==> config.mk <==
export PLATFORM = sky130hd
export DESIGN_NAME = dscg_clock_gen
export DESIGN_NICKNAME = d
export VERILOG_FILES = /design/src/inc/dscg_pkg.sv /design/src/hdl/dscg_clock_gen.sv
export VERILOG_INCLUDE_DIRS = /design/src /design/src/inc
export SDC_FILE = /design/constraint.sdc
export NUM_CORES = 1
export LEC_CHECK = 0
export BUFFER_PORTS_ARGS = -buffer_cell sky130_fd_sc_hd__buf_2
export CORE_UTILIZATION = 26
export DETAILED_ROUTE_END_ITERATION = 16
export PLACE_DENSITY = 0.54
export REMOVE_ABC_BUFFERS = 1
export SETUP_SLACK_MARGIN = 0.1
export SLEW_MARGIN = 5
export SYNTH_ARGS = -nofsm -noshare
export SYNTH_HDL_FRONTEND = slang
export SYNTH_SLANG_ARGS = --single-unit
==> constraint.sdc <==
create_clock -name sys_clk -period 5.4 [get_ports sys_clk]
set_clock_uncertainty 0.1 [all_clocks]
set_input_delay 0.54 -clock sys_clk [delete_from_list [all_inputs] [get_ports sys_clk]]
set_output_delay 0.54 -clock sys_clk [all_outputs]
set_load 0.02 [all_outputs]
==> src/inc/dscg_defines.svh <==
// named constants for the dual source clock generator
`ifndef DSCG_DEFINES_SVH
`define DSCG_DEFINES_SVH

// prescaler reload value after reset, and the value giving full rate
`define DSCG_RELOAD_RST   8'hFF
`define DSCG_RELOAD_FULL  8'hFF
// top of the reload range; the reload value is subtracted from it
`define DSCG_RELOAD_TOP   8'hFF
// divider count minus one for the full-rate reload value
`define DSCG_FULL_STD_M1  10'h001
`define DSCG_FULL_X2_M1   10'h000
// divide-by multipliers as left shifts: 4x standard, 2x double speed
`define DSCG_SHIFT_STD    2
`define DSCG_SHIFT_X2     1
// cpu clock pulses per machine cycle, minus one
`define DSCG_PHASES_M1    3'h5
// power control write data bit positions
`define DSCG_POWER_CONTROL_REGISTER_IDLE    0
`define DSCG_POWER_CONTROL_REGISTER_DOWN    1
// oscillator control write data bit positions
`define DSCG_OSC_A_EN     0
`define DSCG_OSC_B_EN     1
`define DSCG_OSC_SUB_SEL  2

`endif

==> src/inc/dscg_pkg.sv <==
// types shared by the dual source clock generator
package dscg_pkg;

  // power state of the generator
  typedef enum logic [1:0] {
    DSCG_RUN,
    DSCG_IDLE,
    DSCG_DOWN
  } dscg_mode_type;

endpackage

==> src/hdl/dscg_clock_gen.sv <==
// dual source clock generator: source select, prescaler, power modes
`timescale 1ns/10ps
`default_nettype none
`include "dscg_defines.svh"

module dscg_clock_gen
  import dscg_pkg::*;
(
  // system clock and reset
  input  wire logic       sys_clk,
  input  wire logic       rstn,
  // oscillator sources and timer0 pin, asynchronous to sys_clk
  input  wire logic       clock_source_a,
  input  wire logic       clock_source_b,
  input  wire logic       timer0_input_pin,
  // fuse strap, sampled once after reset release
  input  wire logic       fuse_source_choice,
  // oscillator control write
  input  wire logic       osc_ctrl_wr,
  input  wire logic [2:0] osc_ctrl_wdata,
  // clock source select write
  input  wire logic       select_wr,
  input  wire logic       select_wdata,
  // prescaler reload write
  input  wire logic       reload_wr,
  input  wire logic [7:0] reload_wdata,
  // power control write
  input  wire logic       power_ctrl_wr,
  input  wire logic [1:0] power_ctrl_wdata,
  // speed mode level
  input  wire logic       double_speed_mode,
  // wake requests from the interrupt logic
  input  wire logic       irq_wake,
  input  wire logic       ext_wake,
  input  wire logic       kbd_wake,
  // oscillator halts
  output logic            source_a_halt,
  output logic            source_b_halt,
  // generated clock pulses
  output logic            cpu_clk_pulse,
  output logic            periph_clk_pulse,
  output logic            machine_cycle_pulse,
  output logic            timer0_count_pulse,
  // control and status readback
  output logic            source_a_enable,
  output logic            source_b_enable,
  output logic            clock_source_select,
  output logic            timer0_subclock_select,
  output logic [7:0]      prescaler_reload,
  output logic            sleep_request_bit,
  output logic            deep_sleep_bit,
  output logic            active_source_select
);

  // divider count minus one for a reload value and speed mode
  function automatic logic [9:0] ratio_m1(input logic [7:0] rl,
                                          input logic       x2);
    logic [9:0] diff;
    diff = {2'b00, `DSCG_RELOAD_TOP - rl};
    if (rl == `DSCG_RELOAD_FULL) begin
      ratio_m1 = x2 ? `DSCG_FULL_X2_M1 : `DSCG_FULL_STD_M1;
    end else if (x2) begin
      ratio_m1 = (diff << `DSCG_SHIFT_X2) - 10'h001;
    end else begin
      ratio_m1 = (diff << `DSCG_SHIFT_STD) - 10'h001;
    end
  endfunction

  // ------------------------------------------------------------------
  // input synchronisers: the first stage feeds only the second
  logic [2:0] sync_a_q;
  logic [2:0] sync_b_q;
  logic [2:0] sync_t0_q;
  logic [2:0] sync_a_d;
  logic [2:0] sync_b_d;
  logic [2:0] sync_t0_d;
  logic       tick_a;
  logic       tick_b;
  logic       fall_t0;

  // shift each pin through its chain; third stage is for edge detect
  always_comb begin
    sync_a_d  = {sync_a_q[1:0], clock_source_a};
    sync_b_d  = {sync_b_q[1:0], clock_source_b};
    sync_t0_d = {sync_t0_q[1:0], timer0_input_pin};
  end

  always_ff @(posedge sys_clk or negedge rstn) begin
    if (!rstn) begin
      sync_a_q  <= 3'h0;
      sync_b_q  <= 3'h0;
      sync_t0_q <= 3'h0;
    end else begin
      sync_a_q  <= sync_a_d;
      sync_b_q  <= sync_b_d;
      sync_t0_q <= sync_t0_d;
    end
  end

  // rising edges of the sources, falling edge of the timer0 pin
  assign tick_a  = sync_a_q[1] & ~sync_a_q[2];
  assign tick_b  = sync_b_q[1] & ~sync_b_q[2];
  assign fall_t0 = ~sync_t0_q[1] & sync_t0_q[2];

  // ------------------------------------------------------------------
  // control bits and power state
  logic          fuse_done_q;
  logic          a_en_q;
  logic          b_en_q;
  logic          cks_q;
  logic          sub_sel_q;
  logic [7:0]    reload_q;
  dscg_mode_type mode_q;
  logic          fuse_done_d;
  logic          a_en_d;
  logic          b_en_d;
  logic          cks_d;
  logic          sub_sel_d;
  logic [7:0]    reload_d;
  dscg_mode_type mode_d;
  logic          wr_idle;
  logic          wr_down;

  assign wr_idle = power_ctrl_wr & power_ctrl_wdata[`DSCG_POWER_CONTROL_REGISTER_IDLE];
  assign wr_down = power_ctrl_wr & power_ctrl_wdata[`DSCG_POWER_CONTROL_REGISTER_DOWN];

  // software writes, fuse load in the first cycle after reset release
  always_comb begin
    fuse_done_d = 1'b1;
    a_en_d      = a_en_q;
    b_en_d      = b_en_q;
    cks_d       = cks_q;
    sub_sel_d   = sub_sel_q;
    reload_d    = reload_q;
    if (!fuse_done_q) begin
      a_en_d = fuse_source_choice;
      b_en_d = ~fuse_source_choice;
      cks_d  = fuse_source_choice;
    end else begin
      // enables and select are only touched by writes, never by wake
      if (osc_ctrl_wr) begin
        a_en_d    = osc_ctrl_wdata[`DSCG_OSC_A_EN];
        b_en_d    = osc_ctrl_wdata[`DSCG_OSC_B_EN];
        sub_sel_d = osc_ctrl_wdata[`DSCG_OSC_SUB_SEL];
      end
      if (select_wr) begin
        cks_d = select_wdata;
      end
    end
    if (reload_wr) begin
      reload_d = reload_wdata;
    end
  end

  // power state: in idle a sleep write wins over a same-cycle wake; in power-down the wake wins
  always_comb begin
    mode_d = mode_q;
    case (mode_q)
      DSCG_RUN: begin
        if (wr_down) begin
          mode_d = DSCG_DOWN;
        end else if (wr_idle) begin
          mode_d = DSCG_IDLE;
        end
      end
      DSCG_IDLE: begin
        if (wr_down) begin
          mode_d = DSCG_DOWN;
        end else if (!wr_idle && irq_wake) begin
          mode_d = DSCG_RUN;
        end
      end
      DSCG_DOWN: begin
        // only external or keyboard wake; plain interrupts are ignored
        if (ext_wake || kbd_wake) begin
          mode_d = DSCG_RUN;
        end
      end
      default: begin
        mode_d = DSCG_RUN;
      end
    endcase
  end

  // async reset drops out of any sleep state and clears both bits
  always_ff @(posedge sys_clk or negedge rstn) begin
    if (!rstn) begin
      fuse_done_q <= 1'b0;
      a_en_q      <= 1'b1;
      b_en_q      <= 1'b0;
      cks_q       <= 1'b1;
      sub_sel_q   <= 1'b0;
      reload_q    <= `DSCG_RELOAD_RST;
      mode_q      <= DSCG_RUN;
    end else begin
      fuse_done_q <= fuse_done_d;
      a_en_q      <= a_en_d;
      b_en_q      <= b_en_d;
      cks_q       <= cks_d;
      sub_sel_q   <= sub_sel_d;
      reload_q    <= reload_d;
      mode_q      <= mode_d;
    end
  end

  // ------------------------------------------------------------------
  // prescaler down counter and clock outputs
  logic [9:0] cnt_q;
  logic       act_sel_q;
  logic       cpu_q;
  logic       periph_q;
  logic [2:0] phase_q;
  logic       mc_q;
  logic       t0_q;
  logic       halt_a_q;
  logic       halt_b_q;
  logic [9:0] cnt_d;
  logic       act_sel_d;
  logic       cpu_d;
  logic       periph_d;
  logic [2:0] phase_d;
  logic       mc_d;
  logic       t0_d;
  logic       halt_a_d;
  logic       halt_b_d;
  logic       src_tick;
  logic       boundary;
  logic       pdown;

  assign pdown = (mode_q == DSCG_DOWN);
  // only the source already in use drives the counter
  assign src_tick = ~pdown & (act_sel_q ? tick_a : tick_b);
  assign boundary = src_tick & (cnt_q == 10'h000);

  // new select, reload and speed mode are taken only at a period end,
  // so no output period is ever shortened; a stopped new source stalls
  always_comb begin
    cnt_d     = cnt_q;
    act_sel_d = fuse_done_q ? act_sel_q : fuse_source_choice;
    if (boundary) begin
      act_sel_d = cks_q;
      cnt_d     = ratio_m1(reload_q, double_speed_mode);
    end else if (src_tick) begin
      cnt_d = cnt_q - 10'h001;
    end
    cpu_d    = boundary & (mode_q == DSCG_RUN);
    periph_d = boundary;
    // six cpu clock pulses make one machine cycle
    phase_d = phase_q;
    mc_d    = 1'b0;
    if (cpu_d) begin
      if (phase_q == `DSCG_PHASES_M1) begin
        phase_d = 3'h0;
        mc_d    = 1'b1;
      end else begin
        phase_d = phase_q + 3'h1;
      end
    end
    // timer0 source: pin falling edge or sub clock edge
    t0_d     = ~pdown & (sub_sel_q ? tick_b : fall_t0);
    halt_a_d = pdown | ~a_en_q;
    halt_b_d = pdown | ~b_en_q;
  end

  // all outputs of this group leave from flip-flops
  always_ff @(posedge sys_clk or negedge rstn) begin
    if (!rstn) begin
      cnt_q     <= 10'h000;
      act_sel_q <= 1'b1;
      cpu_q     <= 1'b0;
      periph_q  <= 1'b0;
      phase_q   <= 3'h0;
      mc_q      <= 1'b0;
      t0_q      <= 1'b0;
      halt_a_q  <= 1'b0;
      halt_b_q  <= 1'b1;
    end else begin
      cnt_q     <= cnt_d;
      act_sel_q <= act_sel_d;
      cpu_q     <= cpu_d;
      periph_q  <= periph_d;
      phase_q   <= phase_d;
      mc_q      <= mc_d;
      t0_q      <= t0_d;
      halt_a_q  <= halt_a_d;
      halt_b_q  <= halt_b_d;
    end
  end

  // outputs
  assign source_a_halt          = halt_a_q;
  assign source_b_halt          = halt_b_q;
  assign cpu_clk_pulse          = cpu_q;
  assign periph_clk_pulse       = periph_q;
  assign machine_cycle_pulse    = mc_q;
  assign timer0_count_pulse     = t0_q;
  assign source_a_enable        = a_en_q;
  assign source_b_enable        = b_en_q;
  assign clock_source_select    = cks_q;
  assign timer0_subclock_select = sub_sel_q;
  assign prescaler_reload       = reload_q;
  assign sleep_request_bit      = (mode_q == DSCG_IDLE);
  assign deep_sleep_bit         = pdown;
  assign active_source_select   = act_sel_q;

endmodule // dscg_clock_gen

`default_nettype wire

==> qor.txt <==
clk buf depth: 2
ant diodes: 0
Root Driver: clkbuf_8
top sig layer: met4
Inserted Clock Buffers: 5
clock tree from TritonCTS: yes
number of synthesized flops with an enable pin: 0
first-pass GRT wire length: 7570 um
Cells after Synth: 203
largest net degree at the start of global routing: 45
vias in the first global route: 1614
fin crit period: 2170 ps
wire length on met3: 209 um
setup TNS: 0 ps
PwrDens: 305 mW/mm2
crit path max-delay cell type: dfrtp_1
nature of the critical path endpoint: register
fin. max-slew vios: 0
outcome: completed
row count: 32
first-pass iteration count of the detailed router: 4
drt wl/cell: 12.2 um
metal1 wirelength: 2110 um
initial antenna violation count: 0
MaxCap Viol Count: 0
CP arrival: 2240 ps
Starting Density: 27.2%
nets@finish: 282
post-CTS setup buffer count: 0
most common cell after layout, fill and taps aside: buf_2
Yosys warning count: 0
Worst-Margin Slew: 938 ps
Setup Viol. Count Final: 0
slowest stage delay, CP: 410 ps
hold_buf cts: 0
post-synthesis sequential area ratio: 52.5%
final wirelength: 4320 um
H-Tree Level Count: 2
Critical Path Start Type: register
crit-path cells: inv_1 -> ha_1 -> nor4b_1 -> and2_1 -> and3_1 -> nand3_1 -> mux2_1
Max-slew headroom: 37.4%
1st-iter DRT viols: 85
RD Place Congestion: 0.778
synthesis-to-layout area growth: 19.6%
share of async-settable or async-resettable flops after synthesis: 100%
chip height: 92.4 um
leak pwr: 1.11 nW
Total GRT Usage: 11.0%
Syn Std Cell Area: 0.00212 mm2
post-CTS resize count: 0
CORE AREA: 0.00781 mm2
Die X: 92.4 um
fmax: 0.462 GHz
Die Area: 0.00854 mm2
global route overflow: 0
Reg clk slew, reported paths: 90 ps
critical path data required time: 5480 ps
share of cells above drive strength 1: 31.9%
HP Class: in -> reg
clock insertion delay at the later pin of the skew report: 290 ps
Largest delay share family, worst path: simple AND/OR/NAND/NOR gates
DRC violations left: 0
Syn Area/Cell: 10.5 um2
WP buf/inv: 1
most frequent cells in the layout: 48 x buf_2, 32 x dfrtp_1, 18 x nand2_1
clk sink count: 44
Vias: 1653
maximum vdd drop: 0.137 mV
final hold vios: 0
Synth cell types: 53
PortBufs: 48
DRT antenna net count: 0
CP max FO: 6
RSZ-0062 raised after global routing: no
Crit Path Class: reg -> reg
DP Wirelength: 3170 um
Top Ports: 49
Final Cycle Share: 40.1%
Synth Flop Type: dfrtp_1
met2 wire len: 1960 um
Total Power: 0.000774 W
#FFs+latches synth: 44
via-per-instance ratio: 4.68
## layout make-up
| type | instances | area (um2) |
|---|---|---|
| flip-flops and latches | 44 | 1120 |
| clock buffers | 6 | 72.6 |
| fillers | 816 | 5270 |
| multi-input cells | 146 | 948 |
| clock inverters | 2 | 16.3 |
| repair buffers | 48 | 240 |
| well taps | 102 | 128 |
| inverters | 5 | 18.8 |
## final timing paths
path                                     start            to  slack, ps  cells after the start
worst max-delay path                  cnt_q[0]    phase_q[2]       3230                      7
worst min-delay path            clock_source_b   sync_b_q[0]        250                      1
worst max register to register        cnt_q[0]    phase_q[2]       3230                      7
worst min register to register    sync_t0_q[0]  sync_t0_q[1]        250                      0
max in group asynchronous                 rstn      cnt_q[9]       4330                      1
min in group asynchronous                 rstn     mode_q[0]        290                      1
## metrics by stage
stage | instance area (um2) | instances | utilization, % | setup WS (ps) | hold WS [ps]
floorplan | 2080 | 195 | - | 3460 | 144
global placement | 2450 | 345 | 31.4 | 3330 | 236
detailed placement | 2450 | 345 | 31.4 | 3250 | 236
CTS | 2540 | 353 | 32.5 | 3200 | 238
global route | 2540 | 353 | 32.5 | 2980 | 238
finish | 2540 | 353 | 32.5 | 3230 | 249
## cell usage after synthesis (2+ instances only)
cell type / count / area [um2]
dfrtp_1: 32 / 801
ha_1: 4 / 50.1
clkbuf_1: 5 / 18.8
nand2b_1: 3 / 18.8
or3_1: 2 / 12.5
nor3_1: 8 / 40.0
mux2_1: 2 / 22.5
inv_1: 4 / 15.0
and3_1: 4 / 25.0
nand4_1: 2 / 12.5
nand2_1: 18 / 67.6
nand3b_1: 2 / 15.0
a21oi_1: 11 / 55.1
mux2_2: 9 / 101
dfstp_2: 12 / 315
mux2i_1: 7 / 70.1
nor2b_1: 3 / 18.8
nor2_1: 14 / 52.6
nand3_1: 9 / 45.0
and2_1: 2 / 12.5
xor2_1: 2 / 17.5
o21ai_0: 13 / 65.1
nor4_1: 2 / 12.5
a31oi_1: 3 / 18.8
o31ai_1: 2 / 15.0
## logic make-up (layout without fill, tap and decap cells)
logic type	Yosys count	count (layout)	synth area share [%]
muxes	18	18	9.13
DFF	44	44	52.5
other	1	1	0.177
adders and majority gates	4	4	2.36
and+or+nand+nor	75	75	18.2
xor gates and xnor gates	3	3	1.24
buffers and inverters	13	61	2.83
AOI/OAI and AO/OA	45	45	13.5
## worst register-to-register path, delay by kind of cell, from the launching register on
kind / cells / cell delay, ps
flip-flops: 1 / 410
adder cells (fa/ha/maj): 1 / 150
buffers and inverters: 1 / 110
AND/OR/NAND/NOR: 4 / 980
multiplexers: 1 / 320
## layer usage
| layer | GRT usage (%) | vias to the layer above |
|---|---|---|
| li1 | - | 835 |
| met1 | 14.7 | 775 |
| met2 | 17.8 | 38 |
| met3 | 2.71 | 5 |
| met4 | 2.73 | 0 |
| met5 | 0 | - |
## power breakdown
part	switching, W	internal, W	leakage [nW]	total, W
Sequential	0.0000373	0.000374	0.503	0.000411
Combinational	0.0000931	0.0000655	0.563	0.000159
Clock	0.000113	0.0000921	0.0414	0.000205
Total	0.000243	0.000531	1.11	0.000774
## state kept, by name, indices dropped and copies added (netlist names), 2 cells and up
| register | cells |
|---|---|
| cnt_q | 10 |
| mode_q | 2 |
| phase_q | 3 |
| prescaler_reload | 8 |
| sync_a_q | 3 |
| sync_b_q | 3 |
| sync_t0_q | 3 |
(Power assumes the default switching activity.)
